[config.mk]
export PLATFORM = sky130hd
export DESIGN_NAME = uart_flow_dma
export DESIGN_NICKNAME = d
export VERILOG_FILES = /design/src/design/uart_flow_pkg.sv /design/src/design/cts_sync.sv /design/src/design/two_entry_buffer.sv /design/src/design/uart_flow_dma.sv
export SDC_FILE = /design/constraint.sdc
export NUM_CORES = 1
export LEC_CHECK = 0
export ABC_AREA = 1
export BUFFER_PORTS_ARGS = -buffer_cell sky130_fd_sc_hd__buf_2
export CELL_PAD_IN_SITES_DETAIL_PLACEMENT = 0
export CELL_PAD_IN_SITES_GLOBAL_PLACEMENT = 1
export CORE_AREA = 5 5 74 76
export CTS_BUF_LIST = sky130_fd_sc_hd__clkbuf_2 sky130_fd_sc_hd__clkbuf_4 sky130_fd_sc_hd__clkbuf_8
export CTS_CLUSTER_SIZE = 24
export DETAILED_ROUTE_END_ITERATION = 8
export DIE_AREA = 0 0 79 81
export HOLD_SLACK_MARGIN = 0.12
export PLACE_DENSITY_LB_ADDON = 0.05
export SLEW_MARGIN = 20
export SYNTH_ARGS = -nofsm -noshare
export SYNTH_HDL_FRONTEND = slang
export SYNTH_SLANG_ARGS = --single-unit
[constraint.sdc]
create_clock -name clk -period 2.1 [get_ports clk]
set_clock_uncertainty 0.2 [all_clocks]
set_input_delay 0.315 -clock clk [delete_from_list [all_inputs] [get_ports clk]]
set_output_delay 0.315 -clock clk [all_outputs]
set_load 0.01 [all_outputs]
[src/design/uart_flow_pkg.sv]
package uart_flow_pkg;

  // ----------------------------------------------------------------------
  // FIFO geometry and character widths
  // ----------------------------------------------------------------------
  localparam int FIFO_DEPTH = 32;
  localparam int LEVEL_W = 6;
  localparam int RX_CHAR_W = 12;
  localparam int TX_CHAR_W = 8;
  localparam int BUF_ENTRIES = 2;

  // ----------------------------------------------------------------------
  // Watermark select codes and their character marks
  // ----------------------------------------------------------------------
  localparam logic [2:0] SEL_EIGHTH = 3'h0;
  localparam logic [2:0] SEL_QUARTER = 3'h1;
  localparam logic [2:0] SEL_HALF = 3'h2;
  localparam logic [2:0] SEL_THREE_QUARTER = 3'h3;
  localparam logic [2:0] SEL_SEVEN_EIGHTH = 3'h4;
  localparam logic [LEVEL_W-1:0] MARK_EIGHTH = 6'h04;
  localparam logic [LEVEL_W-1:0] MARK_QUARTER = 6'h08;
  localparam logic [LEVEL_W-1:0] MARK_HALF = 6'h10;
  localparam logic [LEVEL_W-1:0] MARK_THREE_QUARTER = 6'h18;
  localparam logic [LEVEL_W-1:0] MARK_SEVEN_EIGHTH = 6'h1C;

  // ----------------------------------------------------------------------
  // Reset values
  // ----------------------------------------------------------------------
  localparam logic PIN_IDLE_N = 1'h1;
  localparam logic REQ_IDLE = 1'h0;
  localparam logic [TX_CHAR_W-1:0] CHAR_RESET = 8'h00;

  // Transmit launcher states.
  typedef enum logic [1:0] {
    TX_IDLE,
    TX_LAUNCH,
    TX_WAIT_BUSY
  } tx_state_t;

endpackage : uart_flow_pkg
[src/design/cts_sync.sv]
`timescale 1ns/1ps

module cts_sync (
  // Clock and reset.
  input wire logic clk,
  input wire logic rst_n,
  // Raw pin level and its synchronised copy.
  input wire logic pin_n,
  output logic pin_sync_n
);

  logic meta_q;

  // Two flops in series; only the second stage leaves this module.
  always_ff @(posedge clk)
  begin
    if (!rst_n)
    begin
      meta_q <= uart_flow_pkg::PIN_IDLE_N;
      pin_sync_n <= uart_flow_pkg::PIN_IDLE_N;
    end
    else
    begin
      meta_q <= pin_n;
      pin_sync_n <= meta_q;
    end
  end

endmodule : cts_sync

[src/design/two_entry_buffer.sv]
`timescale 1ns/1ps

module two_entry_buffer #(
  parameter int WIDTH = uart_flow_pkg::TX_CHAR_W
) (
  // Clock and reset.
  input wire logic clk,
  input wire logic rst_n,
  // Filling side.
  input wire logic in_valid,
  output logic in_ready,
  input wire logic [WIDTH-1:0] in_data,
  // Draining side.
  output logic out_valid,
  input wire logic out_ready,
  output logic [WIDTH-1:0] out_data
);

  logic [WIDTH-1:0] mem_q [uart_flow_pkg::BUF_ENTRIES];
  logic wr_ptr_q;
  logic rd_ptr_q;
  logic [1:0] count_q;
  logic [1:0] count_d;
  logic push;
  logic pop;

  // Handshakes on both sides.
  assign push = in_valid && in_ready;
  assign pop = out_valid && out_ready;
  assign out_valid = (count_q != 2'h0);
  assign out_data = mem_q[rd_ptr_q];

  // Occupancy after this cycle's push and pop.
  always_comb
  begin
    count_d = count_q;
    if (push && !pop)
      count_d = count_q + 2'h1;
    else if (pop && !push)
      count_d = count_q - 2'h1;
  end

  // Storage write, indexed by the write pointer.
  always_ff @(posedge clk)
  begin
    if (push)
      mem_q[wr_ptr_q] <= in_data;
  end

  // Pointers, count and the registered ready toward the source.
  always_ff @(posedge clk)
  begin
    if (!rst_n)
    begin
      wr_ptr_q <= 1'h0;
      rd_ptr_q <= 1'h0;
      count_q <= 2'h0;
      in_ready <= 1'h1;
    end
    else
    begin
      if (push)
        wr_ptr_q <= ~wr_ptr_q;
      if (pop)
        rd_ptr_q <= ~rd_ptr_q;
      count_q <= count_d;
      in_ready <= (count_d != 2'h2); // Full stalls the source.
    end
  end

endmodule : two_entry_buffer

[src/design/uart_flow_dma.sv]
`timescale 1ns/1ps


module uart_flow_dma (
  // Clock and reset.
  input wire logic clk,
  input wire logic rst_n,
  // Control bits.
  input wire logic uart_enable,
  input wire logic fifo_enable,
  input wire logic rx_flow_gate_enable,
  input wire logic tx_flow_gate_enable,
  input wire logic rts_sw_level,
  input wire logic [2:0] rx_level_sel,
  input wire logic [2:0] tx_level_sel,
  // DMA control bits.
  input wire logic rx_dma_enable,
  input wire logic tx_dma_enable,
  input wire logic rx_dma_stop_on_error,
  // FIFO fill levels and error state.
  input wire logic [uart_flow_pkg::LEVEL_W-1:0] rx_fill,
  input wire logic [uart_flow_pkg::LEVEL_W-1:0] tx_fill,
  input wire logic rx_error_irq,
  // Flow-control pins.
  input wire logic clear_to_send_n,
  output logic request_to_send_n,
  // DMA request and clear lines.
  input wire logic rx_req_clear,
  input wire logic tx_req_clear,
  output logic rx_single_req,
  output logic rx_burst_req,
  output logic tx_single_req,
  output logic tx_burst_req,
  // Characters from the transmit FIFO.
  input wire logic tx_data_valid,
  output logic tx_data_ready,
  input wire logic [uart_flow_pkg::TX_CHAR_W-1:0] tx_data,
  // Launch toward the transmit shifter.
  input wire logic tx_shift_busy,
  output logic tx_start,
  output logic [uart_flow_pkg::TX_CHAR_W-1:0] tx_char,
  // Status.
  output logic cts_level_n,
  output logic tx_halted
);

  // ----------------------------------------------------------------------
  // Helper functions
  // ----------------------------------------------------------------------

  // Turns a watermark select code into a character count.
  function automatic logic [uart_flow_pkg::LEVEL_W-1:0] level_mark(
    input logic [2:0] sel
  );
    logic [uart_flow_pkg::LEVEL_W-1:0] mark;
    mark = uart_flow_pkg::MARK_HALF;
    case (sel)
      uart_flow_pkg::SEL_EIGHTH: mark = uart_flow_pkg::MARK_EIGHTH;
      uart_flow_pkg::SEL_QUARTER: mark = uart_flow_pkg::MARK_QUARTER;
      uart_flow_pkg::SEL_HALF: mark = uart_flow_pkg::MARK_HALF;
      uart_flow_pkg::SEL_THREE_QUARTER:
        mark = uart_flow_pkg::MARK_THREE_QUARTER;
      uart_flow_pkg::SEL_SEVEN_EIGHTH:
        mark = uart_flow_pkg::MARK_SEVEN_EIGHTH;
      default: mark = uart_flow_pkg::MARK_HALF;
    endcase
    return mark;
  endfunction : level_mark

  // Next value of one held DMA request.
  function automatic logic next_req(
    input logic held,
    input logic cond,
    input logic clr,
    input logic allow
  );
    logic result;
    result = 1'h0;
    if (!allow || clr)
      result = 1'h0;
    else
      result = held || cond;
    return result;
  endfunction : next_req

  // ----------------------------------------------------------------------
  // Watermarks and FIFO conditions
  // ----------------------------------------------------------------------

  logic [uart_flow_pkg::LEVEL_W-1:0] rx_mark;
  logic [uart_flow_pkg::LEVEL_W-1:0] tx_mark;
  logic rx_not_empty;
  logic rx_over_mark;
  logic rx_at_mark;
  logic tx_has_space;
  logic tx_under_mark;

  assign rx_mark = level_mark(rx_level_sel);
  assign tx_mark = level_mark(tx_level_sel);
  assign rx_not_empty = (rx_fill != 6'h00);
  assign rx_over_mark = (rx_fill > rx_mark);
  assign rx_at_mark = (rx_fill >= rx_mark);
  assign tx_has_space = (tx_fill < 6'(uart_flow_pkg::FIFO_DEPTH));
  assign tx_under_mark = (tx_fill < tx_mark);

  // ----------------------------------------------------------------------
  // Request-to-send output
  // ----------------------------------------------------------------------

  // The pin follows the watermark while receive flow control is on;
  // otherwise software's level reaches the pin inverted onto the low-true
  // line. With flow off nothing here throttles the receiver, so it keeps
  // taking characters until its FIFO refuses them.
  always_ff @(posedge clk)
  begin
    if (!rst_n)
      request_to_send_n <= uart_flow_pkg::PIN_IDLE_N;
    else if (rx_flow_gate_enable)
      request_to_send_n <= rx_at_mark;
    else
      request_to_send_n <= ~rts_sw_level;
  end

  // ----------------------------------------------------------------------
  // DMA request gating
  // ----------------------------------------------------------------------

  logic rx_allow;
  logic tx_allow;
  logic rx_masked;

  // A receive error with stop-on-error set holds the receive pair low
  // until the error interrupt or stop-on-error is cleared outside this block.
  // mask on error
  assign rx_masked = rx_dma_stop_on_error && rx_error_irq;
  assign rx_allow = uart_enable && rx_dma_enable && !rx_masked;
  assign tx_allow = uart_enable && tx_dma_enable;

  // ----------------------------------------------------------------------
  // DMA request registers
  // ----------------------------------------------------------------------

  // Each request is evaluated on its own, so single and burst can stand
  // together and the single one survives when the fill drops below the
  // mark. A clear in the same cycle as the condition wins: the clear is
  // the controller's acknowledgement of the request it already saw.
  // single clock domain
  always_ff @(posedge clk)
  begin
    if (!rst_n)
    begin
      rx_single_req <= uart_flow_pkg::REQ_IDLE;
      rx_burst_req <= uart_flow_pkg::REQ_IDLE;
      tx_single_req <= uart_flow_pkg::REQ_IDLE;
      tx_burst_req <= uart_flow_pkg::REQ_IDLE;
    end
    else
    begin
      rx_single_req <= next_req(rx_single_req, rx_not_empty,
                                rx_req_clear, rx_allow);
      rx_burst_req <= next_req(rx_burst_req, rx_over_mark,
                               rx_req_clear, rx_allow && fifo_enable);
      tx_single_req <= next_req(tx_single_req, tx_has_space,
                                tx_req_clear, tx_allow);
      tx_burst_req <= next_req(tx_burst_req, tx_under_mark,
                               tx_req_clear, tx_allow && fifo_enable);
    end
  end

  // ----------------------------------------------------------------------
  // Clear-to-send synchroniser
  // ----------------------------------------------------------------------

  logic cts_sync_n;

  cts_sync u_cts_sync (
    .clk(clk),
    .rst_n(rst_n),
    .pin_n(clear_to_send_n),
    .pin_sync_n(cts_sync_n)
  );

  // Reports the synchronised pin level.
  always_ff @(posedge clk)
  begin
    if (!rst_n)
      cts_level_n <= uart_flow_pkg::PIN_IDLE_N;
    else
      cts_level_n <= cts_sync_n;
  end

  // ----------------------------------------------------------------------
  // Transmit character buffer
  // ----------------------------------------------------------------------

  logic buf_valid;
  logic buf_ready;
  logic [uart_flow_pkg::TX_CHAR_W-1:0] buf_data;

  // Holds characters while the launcher is stalled by the pin or the
  // shifter; a full buffer drops tx_data_ready so no word is lost.
  two_entry_buffer #(
    .WIDTH(uart_flow_pkg::TX_CHAR_W)
  ) u_tx_buffer (
    .clk(clk),
    .rst_n(rst_n),
    .in_valid(tx_data_valid),
    .in_ready(tx_data_ready),
    .in_data(tx_data),
    .out_valid(buf_valid),
    .out_ready(buf_ready),
    .out_data(buf_data)
  );

  // ----------------------------------------------------------------------
  // Transmit launcher
  // ----------------------------------------------------------------------

  uart_flow_pkg::tx_state_t tx_state_q;
  uart_flow_pkg::tx_state_t tx_state_d;
  logic cts_ok;
  logic launch;

  // The pin is only looked at here, between characters; a character
  // already in the shifter runs to its stop bit whatever the pin does.
  // check before each character
  assign cts_ok = !tx_flow_gate_enable || !cts_sync_n;
  assign launch = (tx_state_q == uart_flow_pkg::TX_IDLE) && uart_enable &&
                  buf_valid && cts_ok && !tx_shift_busy;
  assign buf_ready = launch;

  // Idle, launch pulse, then wait for the shifter to take and finish.
  always_comb
  begin
    tx_state_d = tx_state_q;
    case (tx_state_q)
      uart_flow_pkg::TX_IDLE:
        if (launch)
          tx_state_d = uart_flow_pkg::TX_LAUNCH;
      uart_flow_pkg::TX_LAUNCH:
        tx_state_d = uart_flow_pkg::TX_WAIT_BUSY;
      uart_flow_pkg::TX_WAIT_BUSY:
        if (!tx_shift_busy)
          tx_state_d = uart_flow_pkg::TX_IDLE;
      default:
        tx_state_d = uart_flow_pkg::TX_IDLE;
    endcase
  end

  // State register of the launcher.
  always_ff @(posedge clk)
  begin
    if (!rst_n)
      tx_state_q <= uart_flow_pkg::TX_IDLE;
    else
      tx_state_q <= tx_state_d;
  end

  // One-cycle start pulse with the character beside it.
  always_ff @(posedge clk)
  begin
    if (!rst_n)
    begin
      tx_start <= 1'h0;
      tx_char <= uart_flow_pkg::CHAR_RESET;
    end
    else
    begin
      tx_start <= launch;
      if (launch)
        tx_char <= buf_data;
    end
  end

  // Flags data waiting but held back by clear-to-send.
  always_ff @(posedge clk)
  begin
    if (!rst_n)
      tx_halted <= 1'h0;
    else
      tx_halted <= uart_enable && buf_valid && !cts_ok;
  end

endmodule : uart_flow_dma

==> impl_metrics.csv <==
group,metric,value,unit
timing,rsz0062_at_grt,"no",
yosys,yosys.area.top_type,"dfxtp_1",
die,die_y,81,µm
global_route,grt_pass1_wl,6400,µm
power_and_ir_drop,p_leak,1.19,nW
clocking,path_clk_slew,0.08,ns
worst_setup_path,crit_slowest_cell,"dlygate4sd3_1",
clocking,root_buffer,"clkbuf_8",
global_route,antenna_found_initial,0,
yosys,synth-warning-count,0,
routing,vias_per_cell,4.65,
global_route,groute.usage.overall,12.8,%
worst_setup_path,path_cells,"dlygate4sd3_1 -> buf_2 -> nor2_1 -> nand4_1 -> dlygate4sd3_1 -> nor2_1",
yosys,synth_edf_count,16,
cells_and_area,multi_input_area,634,µm²
clocking,cts_tree,"done",
clocking,clkLatencyLatePin,0.29,ns
routing,detail_route.wl_per_cell,11.5,µm
routing,wl,3650,µm
placement,portBuffers,56,
cells_and_area,fill_cells,447,
clocking,cts_num_sinks,41,
outcome,outcome,"complete, no violations",
cells_and_area,nets,312,
clocking,cts_buffers,5,
yosys,synthTopCellsByArea,"dfxtp_1 29%, edfxtp_1 28%, nand2_1 7.6%, o211a_1 5.2%, ha_1 4.4%",
placement,dp_hpwl,2680,µm
yosys,ys_ff_latch,41,
global_route,grt_max_degree,17,
cells_and_area,final_cell_mix,"56 x buf_2, 35 x nand2_1, 25 x dfxtp_1",
die,die_area,6400,µm²
placement,pre_cts_ws,0.312,ns
timing,tightest_slew,0.344,ns
routing,drtPass1Iterations,4,
timing,period_share,88.1,%
global_route,grt_pass1_vias,1529,
worst_setup_path,cp-start-kind,"primary input",
yosys,async_reset_ff_share,0,%
power_and_ir_drop,power_density,796,nW/µm²
cells_and_area,ff_latch_area,981,µm²
yosys,syn_area_per_cell,9.66,µm²
worst_setup_path,critPathTopFamily,"buffers and inverters",
routing,vias,1484,
die,die-width,79,µm
timing,slew_viol_final,0,
worst_setup_path,cp_max_fo,2,
clocking,htree_levels,2,
die,start_util,36.9,%
die,num_rows,25,
timing,finalCriticalPeriod,1.85,ns
run,max-cap-violations,0,
yosys,synthDistinctLibCells,27,
placement,place.gp.congestion,0.694,
yosys,synth-main-ff-cell,"dfxtp_1",
clocking,cts_buffer_depth,2,
yosys,synth_top_area_share,29.1,%
cells_and_area,drive_above_1_share,29.8,%
worst_setup_path,cp_num_buf_inv,3,
cells_and_area,antenna_cells,0,
cells_and_area,final_common_cell,"buf_2",
yosys,syn_nets,226,
power_and_ir_drop,total_power,1.93,mW
die,core_area,4660,µm²
global_route,grt_overflow,0,
power_and_ir_drop,ir_worst_vdd,0.360,mV
worst_setup_path,critPathMaxStageDelay,0.56,ns
routing,first_iter_violations,35,
timing,setup_viol,0,
worst_setup_path,worstPathArrival,1.87,ns
routing,final_antenna_net_count,0,
worst_setup_path,crit_type,"primary input to register",
die,pin_count,59,
timing,setup_slack,0.251,ns
yosys,yosysSeqAreaShare,57.1,%
timing,setup_tns,0,ns
worst_setup_path,worstPathRequired,2.12,ns
yosys,syn_inst,178,
cells_and_area,area_delta_synth_final,40.8,%
yosys,synth_area,1720,µm²
timing,hold_viol_final,0,
timing,max_freq,0.541,GHz
min_path,hp-class,"primary input to register",
worst_setup_path,endpoint_kind,"register",
routing,drcViolationCount,0,
timing,max_slew_margin,77.0,%
synth_stat cells, drive strengths merged (3+ instances only):
cell type and instances:
dfxtp 25, nor3 3, or2 4, o211a 9
nor2 20, nand2 39, inv 19, edfxtp 16
o21ai 5, a21oi 8, nand3 15, ha 6
path summary, 6_finish.rpt:
kind	cells past startpoint	from	slack, ns	to
setup / recovery	6	rx_req_clear	0.25	rx_burst_req
hold / removal	3	rx_flow_gate_enable	0.13	request_to_send_n
hold reg to reg	1	u_cts_sync.meta_q	0.22	u_cts_sync.pin_sync_n
setup reg to reg	6	u_tx_buffer.count_q[0]	0.50	tx_halted
through the flow:
step	area [µm²]	util (%)	hold WS, ns	cells
finish	2420	51.9	0.128	319
global route	2420	51.9	0.145	319
CTS	2420	51.9	0.121	319
detailed placement	2070	44.4	0.203	288
global placement	2070	44.4	0.195	288
floorplan	1720	-	0.193	178
power by group:
part	switching (mW)	internal (mW)
Sequential	0.0268	0.902
Clock	0.272	0.386
Combinational	0.183	0.155
Total	0.482	1.44
tightest hold or removal path, delay by kind of cell:
family	cells	cell delay (ns)
compound gates	1	0.14
simple gates	1	0.04
buf+inv	1	0.09
registers in the layout (all words and copies together) (netlist names), 2 cells and up:
register,cells
u_tx_buffer.mem_q,16
tx_state_q,2
u_tx_buffer.count_q,2
tx_char,8
area by class of cell:
type / count / share of cell area [%]
Clock buffer: 6 / 3.41
Sequential cell: 41 / 40.5
Timing Repair Buffer: 82 / 22.0
Inverter: 21 / 3.46
Clock inverter: 2 / 1.55
Multi-Input combinational cell: 113 / 26.2
Tap cell: 54 / 2.79
layer usage:
| layer | vias up | share of wire, % | GRT usage, % |
|---|---|---|---|
| met3 | 9 | 6.5 | 4.55 |
| li1 | 768 | - | - |
| met5 | - | 0 | 0 |
| met1 | 661 | 43 | 14.1 |
| met4 | 0 | 1.7 | 4.47 |
| met2 | 46 | 49 | 22.9 |
cells by family (layout without fill, tap and decap cells):
group,count (synthesis),after routing,share of synthesized area [%]
and+or+nand+nor,82,82,21.8
DFF,41,41,57.1
AOI/OAI and AO/OA,24,24,10.1
buffers and inverters,24,111,6.04
adders and majority gates,6,6,4.37
muxes,1,1,0.582
what timing repair did:
action                                  in CTS  in global routing
buffers inserted                             0                  0
resized for setup                            0                  0
endpoints found under the setup margin       0                  0
hold endpoints to repair                    23                  0
hold buffers                                23                  0
(Power assumes the default switching activity.)
